$ cat src/core/dimc_pkg.sv
// constants for the display input mode-control block
package dimc_pkg;
  // register addresses
  localparam logic [7:0] ADDR_MODE_ONE  = 8'h0E;
  localparam logic [7:0] ADDR_POL_CLAMP = 8'h0F;
  localparam logic [7:0] ADDR_MODE_TWO  = 8'h10;
  // reset values
  localparam logic [7:0] RST_MODE_ONE   = 8'hF8;
  localparam logic [7:0] RST_POL_CLAMP  = 8'hD0;
  localparam logic [7:0] RST_MODE_TWO   = 8'h30;
  // mode_control_one fields
  localparam int DUAL_SPLIT_BIT    = 7;
  localparam int PARALLEL_BIT      = 6;
  localparam int PORT_PHASE_BIT    = 5;
  localparam int HS_OUT_POL_BIT    = 4;
  localparam int VS_OUT_PASS_BIT   = 3;
  // input_polarity_clamp_clock_control fields
  localparam int HS_IN_POL_BIT     = 7;
  localparam int HOLD_IN_POL_BIT   = 6;
  localparam int CLAMP_SRC_BIT     = 5;
  localparam int CLAMP_SENSE_BIT   = 4;
  localparam int PCLK_SRC_BIT      = 3;
  localparam int CLAMP_MID_LSB     = 0;
  // mode_control_two fields
  localparam int DCLK_FLIP_BIT     = 7;
  localparam int PIX_SEL_BIT       = 6;
  localparam int DRIVE_MSB         = 5;
  localparam int DRIVE_LSB         = 4;
  localparam int TRISTATE_BIT      = 3;
  // writable bit masks, others read zero
  localparam logic [7:0] MASK_MODE_ONE  = 8'hF8;
  localparam logic [7:0] MASK_POL_CLAMP = 8'hFF;
  localparam logic [7:0] MASK_MODE_TWO  = 8'hF8;
  // widths
  localparam int PIX_W = 24;
  localparam int CNT_W = 8;

  typedef enum logic [1:0] {
    DRV_LOW  = 2'b00,
    DRV_MED  = 2'b01,
    DRV_HIGH = 2'b10
  } dimc_drive_t;

  typedef enum logic [1:0] {
    CLP_IDLE = 2'b00,
    CLP_WAIT = 2'b01,
    CLP_ON   = 2'b10
  } dimc_clamp_state_t;
endpackage : dimc_pkg

$ cat src/core/dimc_mode_ctrl.sv
// mode-control registers and output steering of the display receiver
`timescale 1ns/1ps
module dimc_mode_ctrl (
  input  wire logic                      clk_i,
  input  wire logic                      sys_rst_i,
  input  wire logic [7:0]                reg_addr_i,
  input  wire logic [7:0]                reg_wdata_i,
  input  wire logic                      reg_wr_i,
  output logic      [7:0]                reg_rdata_o,
  input  wire logic                      digital_if_i,
  input  wire logic                      hsync_in_i,
  input  wire logic                      vsync_in_i,
  input  wire logic                      green_embedded_sync_i,
  input  wire logic                      pll_holdover_input_i,
  input  wire logic                      ext_clamp_pin_i,
  input  wire logic [7:0]                clamp_start_offset_i,
  input  wire logic [7:0]                clamp_length_i,
  input  wire logic                      pix_valid_i,
  input  wire logic [dimc_pkg::PIX_W-1:0] pix_data_i,
  output logic      [dimc_pkg::PIX_W-1:0] port_a_data_o,
  output logic                           port_a_oe_o,
  output logic      [dimc_pkg::PIX_W-1:0] port_b_data_o,
  output logic                           port_b_oe_o,
  output logic      [1:0]                data_clk_o,
  output logic                           data_clk_oe_o,
  output logic                           hsync_o,
  output logic                           green_embedded_sync_o,
  output logic                           vsync_o,
  output logic                           hsync_lead_o,
  output logic                           pll_holdover_o,
  output logic                           pll_ref_edge_o,
  output logic                           pixel_clock_source_sel_o,
  output logic      [2:0]                clamp_active_o,
  output logic      [2:0]                clamp_midscale_o,
  output dimc_pkg::dimc_drive_t          drive_strength_o
);

  // ----------------------------------------
  // register file
  // ----------------------------------------
  logic [7:0] mode_control_one;
  logic [7:0] input_polarity_clamp_clock_control;
  logic [7:0] mode_control_two;
  logic [7:0] next_mode_control_one;
  logic [7:0] next_input_polarity_clamp_clock_control;
  logic [7:0] next_mode_control_two;
  logic [7:0] next_reg_rdata;

  always_comb begin
    next_mode_control_one = mode_control_one;
    next_input_polarity_clamp_clock_control = input_polarity_clamp_clock_control;
    next_mode_control_two = mode_control_two;
    if (reg_wr_i) begin
      case (reg_addr_i)
        dimc_pkg::ADDR_MODE_ONE: begin
          next_mode_control_one = reg_wdata_i & dimc_pkg::MASK_MODE_ONE;
        end
        dimc_pkg::ADDR_POL_CLAMP: begin
          next_input_polarity_clamp_clock_control = reg_wdata_i & dimc_pkg::MASK_POL_CLAMP;
        end
        dimc_pkg::ADDR_MODE_TWO: begin
          next_mode_control_two = reg_wdata_i & dimc_pkg::MASK_MODE_TWO;
        end
        default: begin
          next_mode_control_one = mode_control_one;
        end
      endcase
    end
    case (reg_addr_i)
      dimc_pkg::ADDR_MODE_ONE:  next_reg_rdata = mode_control_one;
      dimc_pkg::ADDR_POL_CLAMP: next_reg_rdata = input_polarity_clamp_clock_control;
      dimc_pkg::ADDR_MODE_TWO:  next_reg_rdata = mode_control_two;
      default:                  next_reg_rdata = 8'h00;
    endcase
  end

  always_ff @(posedge clk_i) begin
    if (sys_rst_i) begin
      mode_control_one <= dimc_pkg::RST_MODE_ONE;
      input_polarity_clamp_clock_control <= dimc_pkg::RST_POL_CLAMP;
      mode_control_two <= dimc_pkg::RST_MODE_TWO;
      reg_rdata_o <= 8'h00;
    end else begin
      mode_control_one <= next_mode_control_one;
      input_polarity_clamp_clock_control <= next_input_polarity_clamp_clock_control;
      mode_control_two <= next_mode_control_two;
      reg_rdata_o <= next_reg_rdata;
    end
  end

  // ----------------------------------------
  // field decode
  // ----------------------------------------
  logic dual_port_split;
  logic port_phase_sel;
  logic hs_out_pol;
  logic vs_out_pass;
  logic hsync_in_polarity;
  logic holdover_in_polarity;
  logic clamp_source_sel;
  logic ext_clamp_sense;
  logic out_dataclk_flip;
  logic pix_sel;
  logic outputs_tristate;
  logic dual_mode;

  assign dual_port_split      = mode_control_one[dimc_pkg::DUAL_SPLIT_BIT];
  assign port_phase_sel       = mode_control_one[dimc_pkg::PORT_PHASE_BIT];
  assign hs_out_pol           = mode_control_one[dimc_pkg::HS_OUT_POL_BIT];
  assign vs_out_pass          = mode_control_one[dimc_pkg::VS_OUT_PASS_BIT];
  assign hsync_in_polarity    = input_polarity_clamp_clock_control[dimc_pkg::HS_IN_POL_BIT];
  assign holdover_in_polarity = input_polarity_clamp_clock_control[dimc_pkg::HOLD_IN_POL_BIT];
  assign clamp_source_sel     = input_polarity_clamp_clock_control[dimc_pkg::CLAMP_SRC_BIT];
  assign ext_clamp_sense      = input_polarity_clamp_clock_control[dimc_pkg::CLAMP_SENSE_BIT];
  assign out_dataclk_flip     = mode_control_two[dimc_pkg::DCLK_FLIP_BIT];
  assign pix_sel              = mode_control_two[dimc_pkg::PIX_SEL_BIT];
  assign outputs_tristate     = mode_control_two[dimc_pkg::TRISTATE_BIT];

  // digital pixel select acts like the analog split
  assign dual_mode = digital_if_i ? pix_sel : dual_port_split;

  // ----------------------------------------
  // sync, holdover and clamp source
  // ----------------------------------------
  logic hsync_q;
  logic hs_lead;
  logic holdover_act;
  logic ext_clamp_act;

  assign hs_lead = hsync_in_polarity ? (hsync_in_i & ~hsync_q) : (~hsync_in_i & hsync_q);
  assign holdover_act = (pll_holdover_input_i == holdover_in_polarity);
  // sense 0 clamps on high pin
  assign ext_clamp_act = ext_clamp_pin_i ^ ext_clamp_sense;

  // ----------------------------------------
  // internal clamp timer
  // ----------------------------------------
  dimc_pkg::dimc_clamp_state_t clp_state;
  dimc_pkg::dimc_clamp_state_t next_clp_state;
  logic [dimc_pkg::CNT_W-1:0]  clp_cnt;
  logic [dimc_pkg::CNT_W-1:0]  next_clp_cnt;

  // count samples from hsync leading edge
  always_comb begin
    next_clp_state = clp_state;
    next_clp_cnt = clp_cnt;
    if (hs_lead) begin
      next_clp_state = dimc_pkg::CLP_WAIT;
      next_clp_cnt = clamp_start_offset_i;
    end else if (pix_valid_i) begin
      case (clp_state)
        dimc_pkg::CLP_WAIT: begin
          if (clp_cnt <= 8'h01) begin
            next_clp_state = dimc_pkg::CLP_ON;
            next_clp_cnt = clamp_length_i;
          end else begin
            next_clp_cnt = clp_cnt - 8'h01;
          end
        end
        dimc_pkg::CLP_ON: begin
          if (clp_cnt <= 8'h01) begin
            next_clp_state = dimc_pkg::CLP_IDLE;
            next_clp_cnt = 8'h00;
          end else begin
            next_clp_cnt = clp_cnt - 8'h01;
          end
        end
        default: begin
          next_clp_state = dimc_pkg::CLP_IDLE;
        end
      endcase
    end
  end

  always_ff @(posedge clk_i) begin
    if (sys_rst_i) begin
      clp_state <= dimc_pkg::CLP_IDLE;
      clp_cnt <= 8'h00;
      hsync_q <= 1'b0;
    end else begin
      clp_state <= next_clp_state;
      clp_cnt <= next_clp_cnt;
      hsync_q <= hsync_in_i;
    end
  end

  // ----------------------------------------
  // pixel steering and output registers
  // ----------------------------------------
  logic                       sample_odd;
  logic                       next_sample_odd;
  logic                       cur_odd;
  logic [dimc_pkg::PIX_W-1:0] next_port_a;
  logic [dimc_pkg::PIX_W-1:0] next_port_b;
  logic                       dclk_q;
  logic                       next_dclk_q;
  logic                       dclk_flip;

  always_comb begin
    cur_odd = hs_lead ? 1'b1 : sample_odd;
    next_sample_odd = cur_odd;
    next_port_a = port_a_data_o;
    next_port_b = port_b_data_o;
    next_dclk_q = pix_valid_i;
    if (pix_valid_i) begin
      next_sample_odd = ~cur_odd;
      if (!dual_mode) begin
        next_port_a = pix_data_i;
      end else if (cur_odd == port_phase_sel) begin
        // odd samples to A when phase 1
        next_port_a = pix_data_i;
      end else begin
        // phase 0 sends first sample to B
        next_port_b = pix_data_i;
      end
    end
  end

  always_ff @(posedge clk_i) begin
    if (sys_rst_i) begin
      sample_odd <= 1'b1;
      port_a_data_o <= 24'h000000;
      port_b_data_o <= 24'h000000;
      dclk_q <= 1'b0;
    end else begin
      sample_odd <= next_sample_odd;
      port_a_data_o <= next_port_a;
      port_b_data_o <= next_port_b;
      dclk_q <= next_dclk_q;
    end
  end

  assign dclk_flip = digital_if_i & out_dataclk_flip;
  assign data_clk_o = {2{dclk_q ^ dclk_flip}};

  assign port_a_oe_o = ~outputs_tristate;
  assign data_clk_oe_o = ~outputs_tristate;
  // port B floats in single port mode
  assign port_b_oe_o = ~outputs_tristate & dual_mode;

  // ----------------------------------------
  // sync outputs and analog controls
  // ----------------------------------------
  // normalise then apply output polarity
  assign hsync_o = (hsync_in_i ~^ hsync_in_polarity) ^ hs_out_pol;
  assign green_embedded_sync_o = green_embedded_sync_i ^ hs_out_pol;
  // vsync invert when bit is 0
  assign vsync_o = vsync_in_i ^ ~vs_out_pass;

  assign hsync_lead_o = hs_lead;
  assign pll_holdover_o = holdover_act;
  assign pll_ref_edge_o = hs_lead & ~holdover_act & ~pixel_clock_source_sel_o;
  assign pixel_clock_source_sel_o = input_polarity_clamp_clock_control[dimc_pkg::PCLK_SRC_BIT];

  // external clamp on all three channels
  assign clamp_active_o = {3{clamp_source_sel ? ext_clamp_act : (clp_state == dimc_pkg::CLP_ON)}};
  assign clamp_midscale_o = input_polarity_clamp_clock_control[dimc_pkg::CLAMP_MID_LSB +: 3];

  always_comb begin
    case (mode_control_two[dimc_pkg::DRIVE_MSB:dimc_pkg::DRIVE_LSB])
      2'b11:   drive_strength_o = dimc_pkg::DRV_HIGH;
      2'b10:   drive_strength_o = dimc_pkg::DRV_MED;
      default: drive_strength_o = dimc_pkg::DRV_LOW;
    endcase
  end

endmodule : dimc_mode_ctrl

$ cat config.mk
export PLATFORM = sky130hd
export DESIGN_NAME = dimc_mode_ctrl
export DESIGN_NICKNAME = d
export VERILOG_FILES = /design/src/core/dimc_pkg.sv /design/src/core/dimc_mode_ctrl.sv
export SDC_FILE = /design/constraint.sdc
export NUM_CORES = 1
export LEC_CHECK = 0
export BUFFER_PORTS_ARGS = -buffer_cell sky130_fd_sc_hd__buf_2
export CORE_MARGIN = 5
export CORE_UTILIZATION = 41
export CTS_CLUSTER_SIZE = 10
export DETAILED_ROUTE_END_ITERATION = 16
export MAX_ROUTING_LAYER = met4
export PLACE_DENSITY = 0.66
export SYNTH_ARGS = -nofsm -noshare
export SYNTH_HDL_FRONTEND = slang
export SYNTH_SLANG_ARGS = --single-unit
export TNS_END_PERCENT = 100
$ cat constraint.sdc
create_clock -name clk_i -period 2.1 [get_ports clk_i]
set_input_delay 0.21 -clock clk_i [delete_from_list [all_inputs] [get_ports clk_i]]
set_output_delay 0.21 -clock clk_i [all_outputs]
set_load 0.02 [all_outputs]
# After elaboration in Yosys (flattened, before gate mapping)
# Index checks and enable logic that the tools add are counted.
dict set report word_totals {
  ff_bits 87
  out_inout_bits 76
  elab_cells 78
}
dict set report op_classes {
  n_addsub 1
  magnitude_cmp 1
  n_eq_ne 14
  muxes 19
  bitwise_logic 20
  n_reduce_logical 11
}
# cell n
set ops {}
lappend ops {{two-way mux 24 bit} 2}
lappend ops {{two-way mux 8 bit} 4}
lappend ops {{case mux 8 bit (3 select lines)} 1}
lappend ops {{equality test 8 x 4 -> 1 bit, second input constant} 2}
lappend ops {{case mux 8 bit (2 select lines)} 1}
lappend ops {{AND reduction 2 bit} 5}
lappend ops {{AND reduction 3 bit} 3}
lappend ops {{equality test 8 x 5 -> 1 bit, second input constant} 1}
lappend ops {{<= comparator 8 x 1 -> 1 bit, second input constant} 1}
lappend ops {{inverter 1 bit} 8}
lappend ops {{case mux 2 bit (2 select lines)} 2}
lappend ops {{subtractor 8 x 1 -> 8 bit, second input constant} 1}
lappend ops {{two-way mux 1 bit} 7}
lappend ops {{bitwise AND 1 bit} 6}
lappend ops {{equality test 2 bit, second input constant} 3}
lappend ops {{!= test 3 bit, second input constant} 2}
lappend ops {{XOR 1 bit} 5}
lappend ops {{two-way mux 2 bit} 2}
lappend ops {{!= test 2 bit, second input constant} 2}
lappend ops {{nonzero test 3 bit} 1}
lappend ops {{equality test 1 bit} 2}
lappend ops {{equality test 2 x 1 -> 1 bit, second input constant} 1}
lappend ops {{!= test 2 x 1 -> 1 bit, second input constant} 1}
lappend ops {{nonzero test 2 bit} 1}
lappend ops {{other kinds (2)} 2}

# Depth between registers and ports, before layout
# Gate-level depths: netlist of the first run.
dict set report logic_depth {
  word_depth 7
  ltp_mapped 8
}

# Worst setup path after synthesis of the first run
# No wires, ideal clock.
dict set report synth_path {
  kind {reg2reg}
  from {register input_polarity_clamp_clock_control[7]}
  to {register port_b_data_o[4] in the netlist's numbering}
  setup_ns 0.128
  arrival_ns 1.781
  required_ns 1.972
  setup_slack_ns 0.192
  path_stages_with_launch 8
  period_less_slack_ns 1.908
  path_cell_list {dfxtp_1 -> and3b_4 -> o31a_1 -> or4b_1 -> buf_6 -> buf_12 -> mux2i_1 -> nor2_1}
}
dict set report synth_between {
  elab_chain_cells 5
}
# item line_no
set synth_rtl {}
lappend synth_rtl {{start, declared} dimc_mode_ctrl.sv:42} ;# logic [7:0] input_polarity_clamp_clock_control;
lappend synth_rtl {{start signal, assigned} dimc_mode_ctrl.sv:80} ;# input_polarity_clamp_clock_control <= dimc_pkg::RST_POL_CLAMP;
lappend synth_rtl {{start signal, assigned} dimc_mode_ctrl.sv:85} ;# input_polarity_clamp_clock_control <= next_input_polarity_clamp_clock_control;
lappend synth_rtl {{two-way mux 1 bit} dimc_mode_ctrl.sv:130} ;# assign hs_lead = hsync_in_polarity ? (hsync_in_i & ~hsync_q) : (~hsync_in_i & hsync_q);
lappend synth_rtl {{two-way mux 1 bit} dimc_mode_ctrl.sv:200} ;# cur_odd = hs_lead ? 1'b1 : sample_odd;
lappend synth_rtl {{equality test 1 bit} dimc_mode_ctrl.sv:209} ;# end else if (cur_odd == port_phase_sel) begin
lappend synth_rtl {{inverter 1 bit (no line)} -}
lappend synth_rtl {{AND reduction 3 bit (no line)} -}
lappend synth_rtl {{end signal, assigned} dimc_mode_ctrl.sv:228} ;# port_b_data_o <= next_port_b;
lappend synth_rtl {{end, declared} dimc_mode_ctrl.sv:22} ;# output logic [dimc_pkg::PIX_W-1:0] port_b_data_o,
# No other way between the ends.
# A chain may end at the register's enable or synchronous reset.

# Worst setup path in the final report of the first run
dict set report layout_path {
  from {register input_polarity_clamp_clock_control[7]}
  to {register port_b_data_o[16] in the netlist's numbering}
}
# The elaborated chain is that of the path after synthesis.

==> summary.txt, run 1 <==
Synthesis
  • Syn Std Cell Area: 0.00374 sq mm
  • Syn nets: 460
  • #FFs+latches synth: 87
  • Cell taking the most area after synthesis: dfxtp_1
  • Top_reg_cell synth: dfxtp_1
  • EDFF count, synth: 0
  • Synth Warn #: 0
  • Post-synth top area share: 0.466
  • Synth top area cells: dfxtp_1 (47%), mux2i_1 (16%), nor2_1 (8.0%), a211o_1 (2.1%), nor2b_1 (2.0%)
  • Sequential share of the synthesized area: 0.466
  • Syn Inst Count: 392
  • Share of async-settable or async-resettable flops after synthesis: 0
  • Yosys cell types: 47
  • Avg Synthesized Cell Area: 9.54 sq um

Die
  • I/O Pins: 142
  • Site row count: 34
  • Core area: 0.00881 sq mm
  • Chip Height: 105 um
  • Full die area: 0.0111 sq mm
  • Initial Util: 0.425
  • Chip Width: 105 um

Cells and area
  • Most frequent cells in the layout: buf_2 (141), dfxtp_1 (87), nor2_1 (80), mux2i_1 (58), nor2b_1 (12)
  • Final #Nets: 596
  • Share of layout cells above drive strength 1: 0.334
  • Area grow syn2layout: 26.2%
  • Most common cell after layout, fill and taps aside: buf_2
  • ANT cells: 0
  • Final cell count without fillers: 641

Worst setup path
  • Critical path type: flip-flop to flip-flop
  • Reg2reg setup slack: 100 ps
  • Worst Path Arrival: 2220 ps
  • Crit path required time: 2320 ps
  • Crit start category: flip-flop
  • Crit. End Element: flip-flop
  • CP Max Fanout: 24

STA
  • Fin Clk Skew: 10.9 ps
  • Relative slew slack: 0.603
  • Post-route clock period utilization: 0.953
  • Fmax: 500 MHz
  • Final setup viols: 0
  • RSZ-0062 raised after global routing: false
  • Slew Limit Fails: 0
  • Slew @ Worst Pin: 590 ps
  • Setup_tns: 0 ps
  • Final Hold Violating Endpoints: 0
  • Final min period: 2000 ps

Clocking
  • Setup Fix Bufs, Post-CTS: 0
  • Num CTS Buffers: 9
  • CTS HTree Levels: 3
  • Clk sinks: 87
  • Clock latency on the worst-skew pair: 350 ps
  • Hold Buf Count CTS: 0
  • Clock slew at reported path FFs: 90 ps
  • Post-CTS Resized: 0
  • Root buf cell: clkbuf_8
  • Clock Path Buffers: 2
  • CTS tree: done

Outcome
  • Outcome: finished clean

Drt
  • Detailed Route WL: 9260 um
  • Vias per Instance: 5.05
  • First-pass DRT Iterations: 4
  • DR vias: 3,239
  • DRT iter0 DRCs: 113
  • Drt drc: 0
  • Routed Antenna Nets: 0
  • Drt wl/cell: 14.4 um

Global route
  • Vias in the first global route: 3,222
  • Met1 GRT Util: 0.212
  • Pin count of the biggest net entering global routing: 41
  • Initial antenna violation count: 0
  • GR Util met2: 0.274
  • Gr usage total: 0.171
  • Global routing met3 resource utilization: 0.0422
  • Overflow after GRT: 0
  • Busiest grt layer: met2
  • Global-route wire length before repair: 15,400 um

Power
  • Worst VDD drop: 0.382 mV
  • Switch share: 0.288
  • Sequential share of power: 0.522
  • Switching component of the power: 0.967 mW
  • Power Total: 3.35 mW
  • Combinational share of power: 0.165
  • Part of the power in the clock network: 0.312
  • Pwr dens: 711 mW/mm^2
  • Internal power: 2.39 mW
  • Lkg Pwr: 2.42 nW

Place
  • Placed Cells: 625
  • GPL Wtd Cong: 0.899
  • Hpwl dp: 6920 um
  • Buffers added on ports: 141

Worst hold path
  • Hold WC Path Type: input pin to flip-flop

Flow run
  • Max cap viols: 0
-- flip-flops by register name, summed over array words and instances, names as in the netlist --
| register | cells |
|---|---|
| port_a_data_o | 24 |
| port_b_data_o | 24 |
| clp_cnt | 8 |
| input_polarity_clamp_clock_control | 8 |
| reg_rdata_o | 8 |
| mode_control_one | 5 |
| mode_control_two | 5 |
| clp_state | 2 |
| dclk_q | 1 |
| hsync_q | 1 |
| sample_odd | 1 |
-- worst paths after layout --
check | from | cells past startpoint | end
worst max-delay path | input_polarity_clamp_clock_control[7]$_SDFFE_PP1P_ | 6 | port_b_data_o[16]$_SDFFE_PP0P_
worst min register to register | input_polarity_clamp_clock_control[0]$_SDFFE_PP0P_ | 1 | reg_rdata_o[0]$_SDFF_PP0_
worst max register to register | input_polarity_clamp_clock_control[7]$_SDFFE_PP1P_ | 6 | port_b_data_o[16]$_SDFFE_PP0P_
worst min-delay path | clamp_start_offset_i[5] | 3 | clp_cnt[5]$_SDFFE_PP0P_
-- critical path: stages (launching register included) --
cell	delay [ps]
dfxtp_1	370
and3b_4	220
o31a_1	320
or4b_1	540
buf_12	210
mux2i_1	160
nor2_1	50
-- Yosys cell counts, types with 2 or more instances --
cell type / count
dfxtp_1: 87
nor2_1: 80
mux2i_1: 58
clkbuf_1: 17
nor2b_1: 12
nand2_1: 11
a211o_1: 9
a21oi_1: 9
buf_4: 9
inv_1: 9
nor3_1: 8
a22oi_1: 7
o21ai_0: 7
and2_1: 6
xnor2_1: 6
a22o_1: 5
and3_1: 5
xor2_1: 5
nor4_1: 4
nand3_1: 3
nand4_1: 3
a211oi_1: 2
a32oi_1: 2
buf_12: 2
ha_1: 2
nand2b_1: 2
o221a_2: 2
-- cell type report --
class	count	area (sq um)
fill	817	4090
clock inverter	6	46.3
tap	108	135
sequential	87	1740
inverter	9	33.8
clock buffer	10	128
multi-input combinational	266	1790
timing repair buffer	155	848
-- power groups by stage --
stage          clock network [mW]  logic, mW  registers [mW]
6_report                     1.05      0.555            1.75
5_1_grt                      1.17      0.607            1.76
4_1_cts                      1.10      0.555            1.75
3_3_place_gp                    0      0.542            1.79
2_1_floorplan                   0      0.299            1.83
3_5_place_dp                    0      0.552            1.79
-- routing by layer --
layer | share of wire | wire length [um]
met5 | 0 | 0
met1 | 0.45 | 4190
met4 | 0.012 | 112
met2 | 0.46 | 4270
met3 | 0.074 | 681
-- logic make-up (layout without fill, tap and decap cells) --
logic type / Yosys count / after routing / synth area share
flops: 87 / 87 / 0.466
xor+xnor: 11 / 11 / 0.0258
compound gates: 54 / 54 / 0.111
buf+inv: 39 / 180 / 0.0592
simple gates: 141 / 141 / 0.176
mux: 58 / 58 / 0.155
fa+ha+maj: 2 / 2 / 0.00669
-- through the flow --
step           setup WS, ps  area, sq um   util  hold WS [ps]
6_report               99.4         4720  0.536          92.6
5_1_grt                1.19         4720  0.536          93.6
4_1_cts                76.7         4710  0.535          75.4
3_5_place_dp           91.0         4530  0.515           448
3_3_place_gp            169         4530  0.515           440
2_1_floorplan           192         3740      -           328
No activity file was read; power rests on OpenSTA's default activity.
==> run 2, diff against run 1 <==
- PLACE_DENSITY: 0.66 -> 0.69
==> run 2 against run 1 <==
Compared with the run above:
- via count grew 0.83%
- hold slack gained 13 ps
- non-clock buffer count shrank 1
- sequential power is essentially flat
- die area is the same
- routed wire length grew 0.90%
- combinational power is essentially flat
- sequential share of layout area shrank 0.22 points
- clock skew grew 1.3 ps
- highest routed layer unchanged
==> summary.txt, run 2 (synthesis results as in run 1) <==
Drt
  • Drt wl/cell: 14.6 um
  • DRT iter0 DRCs: 85
  • Routed Antenna Nets: 0
  • DR vias: 3,266
  • Vias per Instance: 5.12
  • First-pass DRT Iterations: 4
  • Drt drc: 0
  • Detailed Route WL: 9340 um

Worst setup path
  • Crit. End Element: flip-flop
  • Worst-path cell chain: and3b_4 > o31a_1 > or4b_4 > buf_12 > mux2i_1 > nor2_1
  • Crit path required time: 2310 ps
  • CP Max Fanout: 24
  • Max incr delay on CP: 510 ps
  • Critical path type: flip-flop to flip-flop
  • CP bufs+invs: 1
  • Crit start category: flip-flop
  • Worst Path Arrival: 2170 ps
  • CP max stage cell: or4b_4
  • CP top delay family: simple AND/OR/NAND/NOR gates

Power
  • Part of the power in the clock network: 0.343
  • Switch share: 0.257
  • Lkg Pwr: 2.43 nW
  • Worst VDD drop: 0.368 mV
  • Combinational share of power: 0.158
  • Switching component of the power: 0.901 mW
  • Power Total: 3.51 mW
  • Sequential share of power: 0.499
  • Internal power: 2.60 mW
  • Pwr dens: 739 mW/mm^2

Global route
  • Gr usage total: 0.168
  • Pin count of the biggest net entering global routing: 48
  • Global routing met3 resource utilization: 0.0581
  • Vias in the first global route: 3,256
  • Initial antenna violation count: 0
  • Met1 GRT Util: 0.202
  • Busiest grt layer: met2
  • GR Util met2: 0.266
  • Global-route wire length before repair: 15,100 um
  • Overflow after GRT: 0

Die
  • Initial Util: 0.425
  • Site row count: 34
  • Full die area: 0.0111 sq mm
  • Chip Width: 105 um
  • I/O Pins: 142
  • Chip Height: 105 um
  • Core area: 0.00881 sq mm

Clocking
  • Num CTS Buffers: 9
  • Clk sinks: 87
  • CTS HTree Levels: 3
  • Clock latency on the worst-skew pair: 340 ps
  • Root buf cell: clkbuf_8
  • Hold Buf Count CTS: 0
  • Clock Path Buffers: 2
  • CTS tree: done
  • Clock slew at reported path FFs: 90 ps

Place
  • Placed Cells: 624
  • Hpwl dp: 6970 um
  • Buffers added on ports: 141
  • GPL Wtd Cong: 0.895

Cells and area
  • Final #Nets: 595
  • Share of layout cells above drive strength 1: 0.334
  • ANT cells: 0
  • Most frequent cells in the layout: buf_2 (141), dfxtp_1 (87), nor2_1 (80), mux2i_1 (58), nor2b_1 (12)
  • Area grow syn2layout: 27.0%
  • Final cell count without fillers: 638
  • Top flop regs: port_a_data_o x24, port_b_data_o x24
  • Fillers: 793
  • Most common cell after layout, fill and taps aside: buf_2

STA
  • Final setup viols: 0
  • RSZ-0062 raised after global routing: false
  • Relative slew slack: 0.540
  • Fmax: 510 MHz
  • Final min period: 1960 ps
  • Final Hold Violating Endpoints: 0
  • Slew @ Worst Pin: 691 ps
  • Setup_tns: 0 ps
  • Post-route clock period utilization: 0.935
  • Slew Limit Fails: 0
  • Fin Clk Skew: 12.2 ps

Flow run
  • Max cap viols: 0

Worst hold path
  • Hold WC Path Type: input pin to flip-flop

Outcome
  • Outcome: finished clean
-- run 2: cell types whose count changed in the layout (fill, tap and decap cells not counted), sizes merged --
cell      before  now
buf          155  154
bufinv         0    2
clkinv         3    1
clkinvlp       2    1
inv           10    9
-- run 2: per-stage QoR --
step / worst slack, ps / util / cell area [sq um] / hold slack [ps]
2_1_floorplan: 192 / - / 3740 / 328
3_3_place_gp: 148 / 0.514 / 4530 / 443
3_5_place_dp: 98.4 / 0.514 / 4530 / 454
4_1_cts: 86.1 / 0.537 / 4730 / 84.7
5_1_grt: 16.8 / 0.539 / 4750 / 86.6
6_report: 137 / 0.539 / 4750 / 105
-- run 2: layout make-up --
| cell class | instances | area (sq um) | area share |
|---|---|---|---|
| inverters | 9 | 33.8 | 0.00712 |
| multi-input cells | 266 | 1800 | 0.378 |
| repair buffers | 154 | 841 | 0.177 |
| clock buffers | 10 | 128 | 0.0269 |
| flip-flops and latches | 87 | 1740 | 0.367 |
| clock inverters | 4 | 72.6 | 0.0153 |
| well taps | 108 | 135 | 0.0285 |
-- run 2: worst reg2reg max path, stage by stage, from the launching register on --
cell and delay [ps]:
dfxtp_1 370, and3b_4 220, o31a_1 310, or4b_4 510, buf_12 190, mux2i_1 180, nor2_1 60
-- run 2: power groups by stage --
stage	registers, mW	clock network [mW]	logic [mW]
after floorplan	1.83	0	0.299
after global placement	1.79	0	0.540
after detailed placement	1.79	0	0.550
after CTS	1.75	1.24	0.553
after global routing	1.76	1.33	0.602
final	1.75	1.20	0.552
-- run 2: worst paths after layout --
path	depth (start not counted)	from	end	slack, ps
setup reg to reg	6	input_polarity_clamp_clock_control[7]$_SDFFE_PP1P_	port_b_data_o[5]$_SDFFE_PP0P_	140
setup / recovery	6	input_polarity_clamp_clock_control[7]$_SDFFE_PP1P_	port_b_data_o[5]$_SDFFE_PP0P_	140
hold / removal	3	clamp_start_offset_i[5]	clp_cnt[5]$_SDFFE_PP0P_	110
hold reg to reg	1	input_polarity_clamp_clock_control[1]$_SDFFE_PP0P_	reg_rdata_o[1]$_SDFF_PP0_	490
-- run 2: repair_timing --
| item | 4_1_cts | 5_1_grt |
|---|---|---|
| setup buffers | 0 | 0 |
| resized for setup | 0 | 4 |
| setup endpoints to repair | 0 | 8 |
-- run 2: per-layer routing --
metal  up-vias  wire, um
met5         -         0
met4         0       161
met3        12       769
met2       125      4280
met1      1511      4130
li1       1618         -
